### src/prmcn_defs.vh
// Purpose: Constants for the pin remap and change-notice control block
// Assumes: Word-addressed register port, 16-bit byte offsets
// Notes: Definitions only
`ifndef PRMCN_DEFS_VH
`define PRMCN_DEFS_VH

`define PRMCN_SEL_W 4
`define PRMCN_SEL_RST 4'h0
`define PRMCN_ADDR_W 16
// Output-select registers with printed offsets
`define PRMCN_OFS_G1 16'hfc04
`define PRMCN_OFS_G7 16'hfc0c
`define PRMCN_OFS_G6 16'hfc98
`define PRMCN_OFS_G8 16'hfca0
`define PRMCN_OFS_G9 16'hfca4
// Chosen windows for the remaining registers
`define PRMCN_OFS_INSEL_BASE 16'hfa00
`define PRMCN_OFS_OUTSEL_BASE 16'hfd00
`define PRMCN_OFS_CN_BASE 16'hf600
`define PRMCN_OFS_CFG 16'hf000
// Field positions
`define PRMCN_LOCK_BIT 13
`define PRMCN_CN_ON_BIT 15
`define PRMCN_CN_HALT_BIT 13
`define PRMCN_CN_PORTS 7

`endif

### src/prmcn_pin_remap.v
// Purpose: Pin remap selects, global map lock and per-port change-notice
//          control registers
// Assumes: Single clock, synchronous active-high reset, one-cycle strobes
// Notes: Select decode tables are parameters; outputs are registered
//
// Function
// RULE1 - Each peripheral input has a read/write 4-bit pin select field
// RULE2 - Each remappable pin has a read/write 4-bit output function select
// RULE3 - Select register writes are ignored while the map lock bit is set
// RULE4 - Select registers read bits 31..4 as zero and ignore their writes
// RULE5 - Every select register clears to zero on reset
// RULE6 - Selects for absent pins are not implemented
// RULE7 - One change-notice control register per port, A through G
// RULE8 - Bit 15 enables change-notice on that port, resets to zero
// RULE9 - Bit 13 halts that port's change-notice while the CPU idles
// RULE10 - Change-notice control reads zero except bits 15 and 13
// RULE11 - Select decode is a parameter table; reserved codes disconnect
//
// The strobed register port was chosen for this implementation.
`timescale 1ns/1ps
`include "prmcn_defs.vh"

module prmcn_pin_remap #(
    parameter NUM_IN = 4,
    parameter NUM_PIN = 16,
    parameter NUM_FN = 15,
    // Present mask for output selects; a zero bit drops that register
    parameter [15:0] PIN_PRESENT = 16'hffff,
    // Per input: 16 codes x 4-bit pin index, code valid mask
    parameter [NUM_IN*64-1:0] IN_MAP = {4{64'hfedcba9876543210}},
    parameter [NUM_IN*16-1:0] IN_VALID = {4{16'h7fff}},
    // Per pin: valid mask of 16 codes; code n means function n-1
    parameter [NUM_PIN*16-1:0] OUT_VALID = {16{16'h7ffe}}
) (
    input wire clk,
    input wire sys_rst,
    input wire [15:0] regAddr,
    input wire [31:0] regWdata,
    input wire regWrite,
    input wire regRead,
    output reg [31:0] regRdata,
    input wire cpuIdle,
    input wire [NUM_PIN-1:0] pinLevel,
    input wire [NUM_FN-1:0] fnOut,
    output reg [NUM_IN-1:0] periphIn,
    output reg [NUM_PIN-1:0] pinOut,
    output reg [NUM_PIN-1:0] pinMapped,
    output reg pinMapLock,
    output reg [`PRMCN_CN_PORTS-1:0] changeNoticeActive
);

    reg [`PRMCN_SEL_W-1:0] inSel [0:NUM_IN-1];
    reg [`PRMCN_SEL_W-1:0] outSel [0:NUM_PIN-1];
    reg [`PRMCN_CN_PORTS-1:0] cnOn;
    reg [`PRMCN_CN_PORTS-1:0] cnHalt;
    reg [NUM_PIN-1:0] pinSync1;
    reg [NUM_PIN-1:0] pinSync2;
    reg cpuIdleSync1;
    reg cpuIdleSync2;
    reg [31:0] next_regRdata;
    wire selWriteOk;
    integer k;

    // Pins come from outside the clock domain
    always @(posedge clk)
    begin
        pinSync1 <= pinLevel;
        pinSync2 <= pinSync1;
        cpuIdleSync1 <= cpuIdle;
        cpuIdleSync2 <= cpuIdleSync1;
    end

    assign selWriteOk = regWrite && !pinMapLock; // RULE3

    // Global lock in the chosen config register
    always @(posedge clk)
    begin
        if (sys_rst)
            pinMapLock <= 1'b0;
        else if (regWrite && regAddr == `PRMCN_OFS_CFG)
            pinMapLock <= regWdata[`PRMCN_LOCK_BIT];
    end

    genvar i;
    generate
        for (i = 0; i < NUM_IN; i = i + 1)
        begin : gIn
            wire [`PRMCN_ADDR_W-1:0] inAddr;
            wire [31:0] inAddrFull;
            wire [3:0] code;
            wire [3:0] pinIdx;
            assign inAddrFull = `PRMCN_OFS_INSEL_BASE + i * 4;
            assign inAddr = inAddrFull[`PRMCN_ADDR_W-1:0];
            assign code = inSel[i];
            assign pinIdx = IN_MAP[i*64 + code*4 +: 4];
            always @(posedge clk)
            begin
                if (sys_rst)
                    inSel[i] <= `PRMCN_SEL_RST; // RULE5
                else if (selWriteOk && regAddr == inAddr)
                    inSel[i] <= regWdata[`PRMCN_SEL_W-1:0]; // RULE1 RULE4
            end
            // Reserved code leaves the input low, not floating
            always @(posedge clk)
            begin
                if (sys_rst)
                    periphIn[i] <= 1'b0;
                else if (IN_VALID[i*16 + code] && pinIdx < NUM_PIN)
                    periphIn[i] <= pinSync2[pinIdx]; // RULE11
                else
                    periphIn[i] <= 1'b0; // RULE11
            end
        end
        for (i = 0; i < NUM_PIN; i = i + 1)
        begin : gPin
            wire [`PRMCN_ADDR_W-1:0] pinAddr;
            wire [31:0] pinAddrFull;
            wire [3:0] code;
            wire [3:0] fnIdx;
            wire codeOk;
            assign pinAddrFull = `PRMCN_OFS_OUTSEL_BASE + i * 4;
            assign pinAddr = (i == 1) ? `PRMCN_OFS_G1 :
                             (i == 6) ? `PRMCN_OFS_G6 :
                             (i == 7) ? `PRMCN_OFS_G7 :
                             (i == 8) ? `PRMCN_OFS_G8 :
                             (i == 9) ? `PRMCN_OFS_G9 :
                             pinAddrFull[`PRMCN_ADDR_W-1:0];
            assign code = outSel[i];
            assign fnIdx = code - 4'h1;
            assign codeOk = OUT_VALID[i*16 + code] && fnIdx < NUM_FN;
            always @(posedge clk)
            begin
                if (sys_rst || !PIN_PRESENT[i])
                    outSel[i] <= `PRMCN_SEL_RST; // RULE5 RULE6
                else if (selWriteOk && regAddr == pinAddr)
                    outSel[i] <= regWdata[`PRMCN_SEL_W-1:0]; // RULE2 RULE4
            end
            // Unmapped pin hands back to the port latch via pinMapped
            always @(posedge clk)
            begin
                if (sys_rst)
                begin
                    pinOut[i] <= 1'b0;
                    pinMapped[i] <= 1'b0;
                end
                else
                begin
                    pinMapped[i] <= PIN_PRESENT[i] && codeOk; // RULE11
                    pinOut[i] <= codeOk ? fnOut[fnIdx] : 1'b0; // RULE11
                end
            end
        end
        for (i = 0; i < `PRMCN_CN_PORTS; i = i + 1)
        begin : gCn
            wire [`PRMCN_ADDR_W-1:0] cnAddr;
            wire [31:0] cnAddrFull;
            assign cnAddrFull = `PRMCN_OFS_CN_BASE + i * 16;
            assign cnAddr = cnAddrFull[`PRMCN_ADDR_W-1:0];
            always @(posedge clk)
            begin
                if (sys_rst)
                begin
                    cnOn[i] <= 1'b0; // RULE8
                    cnHalt[i] <= 1'b0;
                    changeNoticeActive[i] <= 1'b0;
                end
                else
                begin
                    if (regWrite && regAddr == cnAddr) // RULE7
                    begin
                        cnOn[i] <= regWdata[`PRMCN_CN_ON_BIT]; // RULE8
                        cnHalt[i] <= regWdata[`PRMCN_CN_HALT_BIT]; // RULE9
                    end
                    // Idle only matters when halt is requested
                    changeNoticeActive[i] <= cnOn[i] &&
                        !(cnHalt[i] && cpuIdleSync2); // RULE8 RULE9
                end
            end
        end
    endgenerate

    function [15:0] gPinAddr;
        input integer n;
        begin
            case (n)
                1: gPinAddr = `PRMCN_OFS_G1;
                6: gPinAddr = `PRMCN_OFS_G6;
                7: gPinAddr = `PRMCN_OFS_G7;
                8: gPinAddr = `PRMCN_OFS_G8;
                9: gPinAddr = `PRMCN_OFS_G9;
                default: gPinAddr = `PRMCN_OFS_OUTSEL_BASE + n[15:0] * 16'h4;
            endcase
        end
    endfunction

    // Read mux; unmapped addresses read as zero
    always @*
    begin
        next_regRdata = 32'h0;
        if (regAddr == `PRMCN_OFS_CFG)
            next_regRdata[`PRMCN_LOCK_BIT] = pinMapLock;
        for (k = 0; k < NUM_IN; k = k + 1)
            if (regAddr == `PRMCN_OFS_INSEL_BASE + k * 4)
                next_regRdata[3:0] = inSel[k]; // RULE4
        for (k = 0; k < NUM_PIN; k = k + 1)
            if (PIN_PRESENT[k] && regAddr == gPinAddr(k))
                next_regRdata[3:0] = outSel[k]; // RULE4 RULE6
        for (k = 0; k < `PRMCN_CN_PORTS; k = k + 1)
            if (regAddr == `PRMCN_OFS_CN_BASE + k * 16)
            begin
                next_regRdata[`PRMCN_CN_ON_BIT] = cnOn[k]; // RULE10
                next_regRdata[`PRMCN_CN_HALT_BIT] = cnHalt[k]; // RULE10
            end
    end

    always @(posedge clk)
    begin
        if (sys_rst)
            regRdata <= 32'h0;
        else if (regRead)
            regRdata <= next_regRdata;
        else
            regRdata <= 32'h0;
    end

endmodule // prmcn_pin_remap

### config.mk
export PLATFORM = sky130hd
export DESIGN_NAME = prmcn_pin_remap
export DESIGN_NICKNAME = d
export VERILOG_FILES = /design/src/prmcn_pin_remap.v
export VERILOG_INCLUDE_DIRS = /design/src
export SDC_FILE = /design/constraint.sdc
export NUM_CORES = 1
export LEC_CHECK = 0
export ABC_AREA = 1
export CORE_UTILIZATION = 30
export CTS_CLUSTER_SIZE = 12
export DETAILED_ROUTE_END_ITERATION = 10
export DONT_BUFFER_PORTS = 1
export SLEW_MARGIN = 10
export SYNTH_ARGS = -nofsm -noshare
export SYNTH_HDL_FRONTEND = slang
export SYNTH_SLANG_ARGS = --single-unit
### constraint.sdc
create_clock -name clk -period 2.5 [get_ports clk]
set_input_delay 0.25 -clock clk [delete_from_list [all_inputs] [get_ports clk]]
set_output_delay 0.25 -clock clk [all_outputs]
set_load 0.02 [all_outputs]
==> metrics <==
post-synthesis register bit count=176; worst path bufs/invs=2; DRC violations left=0; Root Buffer=clkbuf_16; # IOs=160; core area=roughly 0.037 sq mm; worst-margin pin slew=a little over 0.8 ns; post-synthesis cell count=1507; DRT iter0 DRCs=1011; critical path arrival=approximately 2.6 ns; DP HPWL=24700 microns; final core utilization=34.7%; worst hold stages=3; critical path's largest stage delay=~0.48 ns; Nets=between 1500 and 2000; detailed-route wire length per cell=~17 microns; vias in the first global route=about 9600; Initial Utilization=30.4%; Die W=around 200 microns; post-synthesis sequential area ratio=39.0%; DP Worst Slack=0.0486 ns; Worst path depth=13; skew final=~0.0095 ns; total CTS buffers=17; PnR Total Power=6.94 mW; num rows=70; Routed Antenna Nets=0; initial antenna violation count=0; Slew HR=approximately 45%; Async SR Flop Fraction=0%; RSZ-0062 raised after global routing=false; Max Cap Violations=0; CTS tree=done; crit path kind=flip-flop to flip-flop; fin crit period=2.29 ns; CP max-delay cell=edfxtp_1; post-synthesis cell type count=between 40 and 50; die area=0.0378 sq mm; worst-path fanout max=5; first-pass GRT wire length=54100 microns; final setup violating endpoints=0; die height=a little under 200 microns; Power Density=between 500 and 600 mW/mm^2; post-synthesis area per instance=~7.4 sq um; fin. max-slew vios=0; CP Capture Type=flip-flop; hold crit path type=input pin to flip-flop; Pre-antenna DRT Iters=5; Routability Congestion=roughly 0.92; hold buffer count at cts=21; Post-CTS Resized=0; Layout area overhead=14.0%; Final period util=approximately nine tenths; outcome=finished clean; Static Leak=about 5.1 nW; Worst Path Required=2.85 ns; GRT Total Usage=about 19%; Vias/cell=approximately 5.2; cell area after layout=~0.013 sq mm; Sink Count=about 180; Port Buf Inserts=0; worst path cell trace=inv_1 > o22ai_1 > a211oi_1 > buf_4 > nand4_1 > nor2_1 > nand4_1 > nor2_1 > nand4_1 > nor2_1 > nand4_1 > nor2_1 > nor2_1; FF-to-FF path depth=13; via count=between 10000 and 15000; Placed Area=about 0.012 sq mm; global route total overflow=0; worst skew pair latency=approximately 0.45 ns; final setup margin=0.205 ns; clock slew at reported path FFs=0.08 ns; layout cells sized above 1=7.31%; pin count of the biggest net entering global routing=38; H-tree depth=4; fmax=between 0.4 and 0.5 GHz; Post-synth EDFFs=80; most used cell along the critical path=nor2_1; post-CTS setup buffers=0; clock buffer depth=2; Final Hold Viols=0; Most used DFF post-synth=dfxtp_1; setup TNS=0 ns; Netlist Area Pre-Place=0.0111 sq mm; DRT Wirelength=about 35000 microns; kind of cell adding the most delay to the critical path=simple AND/OR/NAND/NOR gates; CP startpoint kind=flip-flop; YS warnings=0; Max VDD drop=between 0.5 and 0.6 mV
layer usage:
layer	up-vias	track usage (%)	wire [microns]	share of wire, %
li1	5105	-	-	-
met1	4919	25.9	15900	46
met2	495	28.3	15100	44
met3	49	4.34	3160	9.1
met4	0	5.17	603	1.7
met5	-	0	0	0
final cells by class:
class,instances,area [sq um]
diodes,2,5.00
fillers,3847,23900
flip-flops and latches,176,4320
repair buffers,81,671
multi-input cells,1069,5690
clock inverters,15,206
inverters,201,754
clock buffers,17,425
well taps,468,586
logic make-up (layout without fill, tap and decap cells):
logic type	Yosys count	count (layout)	share of synthesized area, %
AO/OA/AOI/OAI	374	374	19.7
XOR/XNOR	32	32	2.52
adder cells (fa/ha/maj)	48	48	5.41
buffers and inverters	287	314	10.7
flip-flops	176	176	39.0
other	1	28	0.0338
AND/OR/NAND/NOR	589	589	22.7
synth_stat cells, types with 2 or more instances:
cell type | n | area share [%]
a211oi_1 | 10 | 0.68
a21boi_0 | 16 | 1.1
a21oi_1 | 83 | 3.7
a311oi_1 | 4 | 0.32
a31oi_1 | 3 | 0.17
buf_4 | 26 | 1.8
clkbuf_1 | 59 | 2.0
dfxtp_1 | 96 | 17
edfxtp_1 | 80 | 22
ha_1 | 48 | 5.4
inv_1 | 194 | 6.6
inv_2 | 6 | 0.20
nand2_1 | 183 | 6.2
nand2_2 | 2 | 0.11
nand3_1 | 116 | 5.2
nand3b_1 | 8 | 0.54
nand4_1 | 16 | 0.90
nor2_1 | 228 | 7.7
nor2_2 | 5 | 0.28
nor2_4 | 3 | 0.30
nor3_1 | 20 | 0.90
nor3_2 | 2 | 0.18
nor4_1 | 3 | 0.17
o2111ai_1 | 3 | 0.24
o211a_1 | 2 | 0.18
o211ai_1 | 61 | 4.1
o21a_1 | 2 | 0.14
o21ai_0 | 165 | 7.4
o221ai_1 | 2 | 0.16
o22ai_1 | 18 | 1.0
o311ai_0 | 3 | 0.24
xnor2_1 | 14 | 1.1
xor2_1 | 18 | 1.4
cells in the final DEF, fill, tap and decap left out, types with 20 or more instances in the layout:
cell type / count
a21oi_1: 83
buf_4: 60
conb_1: 26
dfxtp_1: 96
dlygate4sd3_1: 20
edfxtp_1: 80
ha_1: 48
inv_1: 194
nand2_1: 183
nand3_1: 116
nor2_1: 228
nor3_1: 20
o211ai_1: 61
o21ai_0: 165
through the flow:
stage	hold slack [ns]	std cells
2_1_floorplan	0.278	1532
5_1_grt	0.0244	2027
6_report	0.0169	2029
4_1_cts	0.00373	2027
3_3_place_gp	0.278	1974
3_5_place_dp	0.278	1974
report_power, final:
group | internal [mW] | total, mW | switching (mW)
Combinational | 0.297 | 0.827 | 0.530
Sequential | 3.12 | 3.28 | 0.157
Clock | 1.39 | 2.83 | 1.44
Total | 4.81 | 6.94 | 2.13
tightest hold or removal path: stages:
cell and delay [ns]:
nor4_1 0.03, nand4_1 0.08, a21oi_1 0.06
path summary, 6_finish.rpt:
kind / from / endpoint / slack (ns)
hold reg to reg: pinSync1[9] / pinSync2[9] / 0.33
setup reg to reg: inSel[1][1] / regRdata[1] / 0.21
setup / recovery: inSel[1][1] / regRdata[1] / 0.21
hold / removal: regAddr[11] / pinMapLock / 0.02
sequential cells by signal, summed over array words and instances (netlist names), 15 cells and up:
name       flops
outSel        64
pinOut        16
pinSync2      15
pinSync1      15
inSel         16
pinMapped     16
Note: power is estimated with default switching activity, not from simulation.
